--- config.mk ---
export PLATFORM = sky130hd
export DESIGN_NAME = rip_port
export DESIGN_NICKNAME = d
export VERILOG_FILES = /design/src/rtl/rip_pkg.sv /design/src/rtl/rip_regfile.sv /design/src/rtl/rip_port.sv
export SDC_FILE = /design/constraint.sdc
export NUM_CORES = 1
export LEC_CHECK = 0
export ABC_AREA = 0
export BUFFER_PORTS_ARGS = -buffer_cell sky130_fd_sc_hd__buf_2
export CORE_MARGIN = 2
export CORE_UTILIZATION = 40
export CTS_CLUSTER_DIAMETER = 30
export DETAILED_ROUTE_END_ITERATION = 8
export SKIP_LAST_GASP = 1
export SYNTH_ARGS = -nofsm -noshare
export SYNTH_HDL_FRONTEND = slang
export SYNTH_SLANG_ARGS = --single-unit
--- constraint.sdc ---
create_clock -name clock_i -period 2 [get_ports clock_i]
set_input_delay 0.2 -clock clock_i [delete_from_list [all_inputs] [get_ports clock_i]]
set_output_delay 0.2 -clock clock_i [all_outputs]
set_load 0.02 [all_outputs]
--- src/rtl/rip_pkg.sv ---
// Purpose : constants for the clock-domain indirect access port
// Assumes : byte-wide special function register bus, 50 MHz system clock
// Notes   : internal map holds capture and alarm byte groups plus four control bytes
package rip_pkg;
   // ****************************************************************
   // key codes and lock status codes
   // ****************************************************************
   localparam logic [7:0] RIP_KEY_FIRST    = 8'hA5;
   localparam logic [7:0] RIP_KEY_SECOND   = 8'hF1;
   localparam logic [7:0] RIP_ST_LOCKED    = 8'h00;
   localparam logic [7:0] RIP_ST_HALFKEY   = 8'h01;
   localparam logic [7:0] RIP_ST_UNLOCKED  = 8'h02;
   localparam logic [7:0] RIP_ST_DISABLED  = 8'h03;

   // ****************************************************************
   // address register fields
   // ****************************************************************
   localparam int RIP_ADR_BUSY_BIT  = 7;
   localparam int RIP_ADR_AUTO_BIT  = 6;
   localparam int RIP_ADR_SHORT_BIT = 4;
   localparam int RIP_ADR_ADDR_W    = 4;
   localparam logic [7:0] RIP_ADR_RESET = 8'h10;   // short strobe on

   // ****************************************************************
   // internal register map
   // ****************************************************************
   localparam logic [3:0] RIP_CAPTURE_BASE = 4'h0;
   localparam logic [3:0] RIP_CLOCK_CTRL   = 4'h4;
   localparam logic [3:0] RIP_OSC_CTRL     = 4'h5;
   localparam logic [3:0] RIP_OSC_CFG      = 4'h6;
   localparam logic [3:0] RIP_PIN_CFG      = 4'h7;
   localparam logic [3:0] RIP_ALARM_BASE   = 4'h8;
   localparam logic [3:0] RIP_ALARM_LAST   = 4'hB;

   // ****************************************************************
   // transfer timing, in system clock cycles
   // ****************************************************************
   localparam logic [2:0] RIP_XFER_LONG  = 3'd7;
   localparam logic [2:0] RIP_XFER_SHORT = 3'd6;
endpackage : rip_pkg

--- src/rtl/rip_regfile.sv ---
// Purpose : internal byte registers reached only through the indirect port
// Assumes : one byte written or read per strobe
// Notes   : contents are not cleared by system reset
`timescale 1ns/1ns
module rip_regfile
   import rip_pkg::*;
#(
   parameter int NREG = 16
)(
   input  wire logic        clock_i,
   input  wire logic        wr_i,
   input  wire logic [3:0]  addr_i,
   input  wire logic [7:0]  wdata_i,
   output logic      [7:0]  rdata_o,
   output logic      [31:0] capture_o,
   output logic      [31:0] alarm_o
);
   logic [7:0] mem [NREG];

   // ****************************************************************
   // storage; no reset, the block keeps time across device reset
   // ****************************************************************
   always_ff @(posedge clock_i)
   begin
      if (wr_i)
      begin
         mem[addr_i] <= wdata_i;
      end
   end

   assign rdata_o   = mem[addr_i];
   // lowest address is least significant byte
   assign capture_o = {mem[RIP_CAPTURE_BASE + 4'd3], mem[RIP_CAPTURE_BASE + 4'd2],
                       mem[RIP_CAPTURE_BASE + 4'd1], mem[RIP_CAPTURE_BASE]};
   assign alarm_o   = {mem[RIP_ALARM_BASE + 4'd3], mem[RIP_ALARM_BASE + 4'd2],
                       mem[RIP_ALARM_BASE + 4'd1], mem[RIP_ALARM_BASE]};
endmodule : rip_regfile

--- src/rtl/rip_port.sv ---
// Purpose : lock/key protected indirect access port to clock registers
// Assumes : sfr strobes one cycle wide, synchronous to clock_i
// Notes   : address and data registers survive reset by design
`timescale 1ns/1ns
module rip_port
   import rip_pkg::*;
(
   input  wire logic        clock_i,
   input  wire logic        srst_i,
   // sfr strobes
   input  wire logic        key_wr_i,
   input  wire logic        key_rd_i,
   input  wire logic        adr_wr_i,
   input  wire logic        adr_rd_i,
   input  wire logic        dat_wr_i,
   input  wire logic        dat_rd_i,
   input  wire logic [7:0]  sfr_wdata_i,
   output logic      [7:0]  key_rdata_o,
   output logic      [7:0]  adr_rdata_o,
   output logic      [7:0]  dat_rdata_o,
   output logic      [31:0] capture_o,
   output logic      [31:0] alarm_o
);
   // ****************************************************************
   // lock state machine types
   // ****************************************************************
   typedef enum logic [3:0] {
      LK_LOCKED   = 4'b0001,
      LK_HALFKEY  = 4'b0010,
      LK_UNLOCKED = 4'b0100,
      LK_DISABLED = 4'b1000
   } rip_lock_t;

   rip_lock_t   lock_reg, lock_next;
   logic [7:0]  lock_state_code;
   logic        busy_reg, busy_next;
   logic        dir_wr_reg;            // current transfer is a write
   logic [2:0]  cnt_reg, cnt_next;
   logic        auto_read_enable;
   logic        short_reg;
   logic [3:0]  addr_reg;              // indirect_addr_reg address field
   logic [7:0]  indirect_data_reg;
   logic [7:0]  key_rdata_reg, adr_rdata_reg, dat_rdata_reg;
   logic [7:0]  rf_rdata;
   logic [31:0] cap_w, alm_w;
   logic [31:0] cap_reg, alm_reg;
   logic        unlocked, illegal_acc, start_wr, start_rd, start_any;
   logic        done, rf_wr, incr_en;
   logic [2:0]  xfer_len;

   // ****************************************************************
   // helper functions
   // ****************************************************************
   // capture and alarm groups carry auto-increment
   function automatic logic is_multibyte(input logic [3:0] a);
      is_multibyte = (a <= RIP_CAPTURE_BASE + 4'd3) ||
                     ((a >= RIP_ALARM_BASE) && (a <= RIP_ALARM_LAST));
   endfunction : is_multibyte

   function automatic logic [7:0] code_of(input rip_lock_t s);
      case (s)
         LK_LOCKED   : code_of = RIP_ST_LOCKED;
         LK_HALFKEY  : code_of = RIP_ST_HALFKEY;
         LK_UNLOCKED : code_of = RIP_ST_UNLOCKED;
         LK_DISABLED : code_of = RIP_ST_DISABLED;
         default     : code_of = RIP_ST_DISABLED;
      endcase
   endfunction : code_of

   // ****************************************************************
   // access decode
   // ****************************************************************
   assign unlocked     = (lock_reg == LK_UNLOCKED);
   assign start_wr     = unlocked && dat_wr_i && !busy_reg;
   assign start_rd     = unlocked && !busy_reg && !dat_wr_i &&
                         ((adr_wr_i && sfr_wdata_i[RIP_ADR_BUSY_BIT]) ||
                          (dat_rd_i && auto_read_enable));
   assign start_any    = start_wr || start_rd;
   // a data write or busy-set address write attempted without unlock kills the port
   assign illegal_acc  = !unlocked && (dat_wr_i ||
                         (adr_wr_i && sfr_wdata_i[RIP_ADR_BUSY_BIT]));
   assign xfer_len     = short_reg ? RIP_XFER_SHORT : RIP_XFER_LONG;
   assign done         = busy_reg && (cnt_reg == 3'd1);
   assign rf_wr        = done && dir_wr_reg;
   assign incr_en      = done && is_multibyte(addr_reg);
   assign lock_state_code = code_of(lock_reg);

   // ****************************************************************
   // lock state machine
   // ****************************************************************
   always_comb
   begin
      lock_next = lock_reg;
      case (lock_reg)
         LK_LOCKED   :
            if (illegal_acc)
               lock_next = LK_DISABLED;
            else if (key_wr_i)
               lock_next = (sfr_wdata_i == RIP_KEY_FIRST) ? LK_HALFKEY
                                                          : LK_DISABLED;
         LK_HALFKEY  :
            if (illegal_acc)
               lock_next = LK_DISABLED;
            else if (key_wr_i)
               lock_next = (sfr_wdata_i == RIP_KEY_SECOND) ? LK_UNLOCKED
                                                           : LK_DISABLED;
         LK_UNLOCKED :
            if (key_wr_i)
               lock_next = LK_LOCKED;
         LK_DISABLED :
            lock_next = LK_DISABLED;
         default     :
            lock_next = LK_DISABLED;
      endcase
   end

   always_ff @(posedge clock_i)
   begin
      if (srst_i)
         lock_reg <= LK_LOCKED;
      else
         lock_reg <= lock_next;
   end

   // ****************************************************************
   // transfer sequencer: busy and cycle counter
   // ****************************************************************
   // busy covers the whole transfer; it drops itself at the end
   always_comb
   begin
      busy_next = busy_reg;
      cnt_next  = cnt_reg;
      if (start_any)
      begin
         busy_next = 1'b1;
         cnt_next  = xfer_len;
      end
      else if (busy_reg)
      begin
         cnt_next  = cnt_reg - 3'd1;
         busy_next = !done;
      end
   end

   always_ff @(posedge clock_i)
   begin
      if (srst_i)
      begin
         busy_reg   <= 1'b0;
         cnt_reg    <= 3'd0;
         dir_wr_reg <= 1'b0;
      end
      else
      begin
         busy_reg <= busy_next;
         cnt_reg  <= cnt_next;
         if (start_any)
            dir_wr_reg <= start_wr;
      end
   end

   // ****************************************************************
   // control bits of the address register
   // ****************************************************************
   // short strobe and autoread are control state, so they do reset
   always_ff @(posedge clock_i)
   begin
      if (srst_i)
      begin
         short_reg        <= RIP_ADR_RESET[RIP_ADR_SHORT_BIT];
         auto_read_enable <= RIP_ADR_RESET[RIP_ADR_AUTO_BIT];
      end
      else if (unlocked && adr_wr_i && !busy_reg)
      begin
         short_reg        <= sfr_wdata_i[RIP_ADR_SHORT_BIT];
         auto_read_enable <= sfr_wdata_i[RIP_ADR_AUTO_BIT];
      end
   end

   // ****************************************************************
   // address and data registers: no reset, they survive device reset
   // ****************************************************************
   always_ff @(posedge clock_i)
   begin
      if (unlocked && adr_wr_i && !busy_reg)
         addr_reg <= sfr_wdata_i[RIP_ADR_ADDR_W-1:0];
      else if (incr_en)
         addr_reg <= addr_reg + 4'd1;
      if (start_wr)
         indirect_data_reg <= sfr_wdata_i;
      else if (done && !dir_wr_reg)
         indirect_data_reg <= rf_rdata;
   end

   // ****************************************************************
   // internal register file, hidden from the sfr bus
   // ****************************************************************
   rip_regfile #(
      .NREG (16)
   ) u_regs (
      .clock_i   (clock_i),
      .wr_i      (rf_wr),
      .addr_i    (addr_reg),
      .wdata_i   (indirect_data_reg),
      .rdata_o   (rf_rdata),
      .capture_o (cap_w),
      .alarm_o   (alm_w)
   );

   // ****************************************************************
   // registered read data; a key read changes nothing
   // ****************************************************************
   always_ff @(posedge clock_i)
   begin
      if (srst_i)
      begin
         key_rdata_reg <= 8'h00;
         adr_rdata_reg <= 8'h00;
         dat_rdata_reg <= 8'h00;
         cap_reg       <= 32'h0000_0000;
         alm_reg       <= 32'h0000_0000;
      end
      else
      begin
         if (key_rd_i)
            key_rdata_reg <= lock_state_code;
         if (adr_rd_i)
            adr_rdata_reg <= {busy_reg, auto_read_enable, 1'b0, short_reg, addr_reg};
         if (dat_rd_i)
            dat_rdata_reg <= unlocked ? indirect_data_reg : 8'h00;
         cap_reg <= cap_w;
         alm_reg <= alm_w;
      end
   end

   assign key_rdata_o = key_rdata_reg;
   assign adr_rdata_o = adr_rdata_reg;
   assign dat_rdata_o = dat_rdata_reg;
   assign capture_o   = cap_reg;
   assign alarm_o     = alm_reg;
endmodule : rip_port

==> impl_metrics.toml <==
[cts]
cts_tree = "built"
htreeDepth = 2
clock-sinks = 236
postCtsSetupBuffers = 0
cts_buffers = 40
clk_latency_ns = 0.52
clock_path_buffers = 3
cts_root_buffer = "clkbuf_16"
path_clk_slew_ns = 0.05

[yosys]
synthAdderAreaFrac = 0.00863
yosysUniqueCellTypes = 41
synthSimpleGateAreaFrac = 0.100
muxShareOfSynthArea = 0.132
netlist_instances = 556
synth_edf_count = 140
synth.avg_cell_area_um2 = 15.6
ys.flop_type = "edfxtp_1"
syn-cell-area_mm2 = 0.00870
synthXorXnorAreaFrac = 0.00604
ys_ff_latch = 236
yosysWarnings = 0
async_flop_share = 0
synth_compound_area_frac = 0.0233
synth_top_family_by_area = "multiplexers"
yosysSeqAreaShare = 0.704

[worst_setup_path]
required_ns = 2.26
worstSetupEndpointType = "flip-flop"
reg2regPathDepth = 5
critPathCapture = "indirect_data_reg[1]"
rrSetupSlack_ns = 0.05
critPathMaxFanout = 18
r2r_end = "indirect_data_reg[1]"
worstPathArrival_ns = 2.21
startpoint_type = "flip-flop"
critPathKind = "flip-flop to flip-flop"

[detailed_routing]
drt_iter0_drc = 364
drc = 0
dr.pass1.iters = 4
routed_via_density = 4.99
avgRoutedWirePerCell_um = 19.1
vias = 5024
wirelength_mm = 19.2
ant_nets = 0

[floorplan]
ioPinCount = 104
start_util = 0.411
dieArea_mm2 = 0.0229
rows = 53
die-height_um = 151
die_x_um = 151
core_mm2 = 0.0212

[place]
gp_congestion = 0.795
dp_slack_ns = -0.000970
dp_hpwl_mm = 12.6
io_buffers = 96

[timing]
layout_setup_ws_ns = 0.0490
finalSetupViolCount = 0
slew_violations = 0
tightest_slew_ns = 0.696
finalCriticalPeriod_ns = 1.95
max_slew_margin = 0.536
fin_crit_sh = 0.976
finClkSkew_ns = 0.0131
hold_viol = 0
fmax_ghz = 0.513
finalHoldWorstSlack_ns = 0.0788
rsz0062_at_grt = "yes"

[grt]
grtUsageTotal = 0.169
grt_first_pass_wirelength_mm = 28.8
grt.overflow.total = 0
antenna_found_initial = 0
grt_max_degree = 75
grt_pass1_vias = 5035

[layout]
layout-drive-gt1-share = 0.337
diodes = 0
fin_nets = 723
largest_reg_flops = 128
syn2layout_area_growth_pct = 27.8
fillCellCount = 1742
regMostFlops = "u_regs.mem"

[outcome]
status = "completed"

[pwr]
switching_share = 0.198
peakVddDrop_mv = 0.472
power_leakage_nw = 4.25
p_per_area_mw_per_mm2 = 1110
pwr-share-clk = 0.561
intPower_mw = 9.86
p_switching_mw = 2.44
pwr-share-seq = 0.420
p_comb_frac = 0.019

[flow_run]
maxCapViolCount = 0

[worst_hold_path]
hold_path_class = "input port to flip-flop"
through the flow:
step	instance area, um^2	util	power [mW]	setup TNS, ns	cells
floorplan	8720	-	5.41	0	562
CTS	11100	0.525	12.4	0	1006
global route	11100	0.526	12.6	-0.0174	1006
global placement	9660	0.457	5.48	0	930
detailed placement	9660	0.457	5.49	-0.000970	930
finish	11100	0.526	12.3	0	1006
worst max-delay path, cell delays in order, from the launching register on:
cell     delay (ns)
dfxtp_1        0.35
buf_12         0.21
mux4_2         0.56
mux2i_2        0.29
mux2_2         0.21
a21oi_1        0.06
layout by cell type, fill, tap and decap left out, drive strengths merged, types with 16 or more instances in the layout:
master,netlist,final
mux4,32,32
clkbuf,16,50
dfxtp,96,96
nor2,35,35
edfxtp,140,140
nor2b,64,64
buf,18,127
mux2i,25,25
a21oi,21,21
mux2,16,16
synth_stat cells, drive strengths merged, types with 9 or more instances:
master | n | area [um^2]
mux2 | 16 | 180
mux2i | 25 | 250
a21oi | 21 | 105
nor2b | 64 | 400
clkbuf | 16 | 60.1
edfxtp | 140 | 4200
nand2 | 13 | 48.8
buf | 18 | 111
inv | 12 | 45.0
dfxtp | 96 | 1920
nand3 | 9 | 45.0
mux4 | 32 | 721
nor2 | 35 | 131
nand2b | 10 | 62.6
layer usage:
| layer | share of wire | track usage | vias up |
|---|---|---|---|
| li1 | - | - | 2309 |
| met1 | 0.42 | 0.215 | 2512 |
| met2 | 0.50 | 0.286 | 175 |
| met3 | 0.062 | 0.0401 | 28 |
| met4 | 0.016 | 0.0542 | 0 |
| met5 | 0 | 0 | - |
kinds of logic after synthesis:
group,Yosys count
DFF,236
and+or+nand+nor,153
muxes,73
buffers and inverters,46
AOI/OAI and AO/OA,35
adders and majority gates,6
xor gates and xnor gates,6
other,1
how the worst min path moves through the flow:
stage	from	endpoint	slack, ns	cells after the start
3_5_place_dp	key_wr_i	lock_reg[0]	0.43	3
2_1_floorplan	key_wr_i	lock_reg[0]	0.31	2
4_1_cts	sfr_wdata_i[0]	addr_reg[0]	0.06	2
3_3_place_gp	key_wr_i	lock_reg[0]	0.43	3
5_1_grt	sfr_wdata_i[3]	addr_reg[3]	0.08	2
6_report	sfr_wdata_i[0]	addr_reg[0]	0.08	2
cell type report:
cell class	instances	area, um^2	share of cell area
clock buffer	50	1120	0.101
clock inverter	22	275	0.0248
inverter	12	45.0	0.00405
multi-input combinational	280	2410	0.216
sequential	236	6130	0.551
tap	275	344	0.0309
timing repair buffer	131	803	0.0722
power by group through the flow:
stage | Combinational (mW) | Clock (mW) | Sequential, mW
final | 0.232 | 6.89 | 5.17
after global routing | 0.252 | 7.22 | 5.17
after CTS | 0.234 | 7.02 | 5.17
after detailed placement | 0.227 | 0 | 5.26
after global placement | 0.227 | 0 | 5.26
after floorplan | 0.0940 | 0 | 5.31
what timing repair did:
item | CTS | global route
setup endpoints to repair | 2 | 9
hold buffers | 4 | 0
hold endpoints to repair | 5 | 0
resized for setup | 2 | 4
No activity file was read; power rests on OpenSTA's default activity.
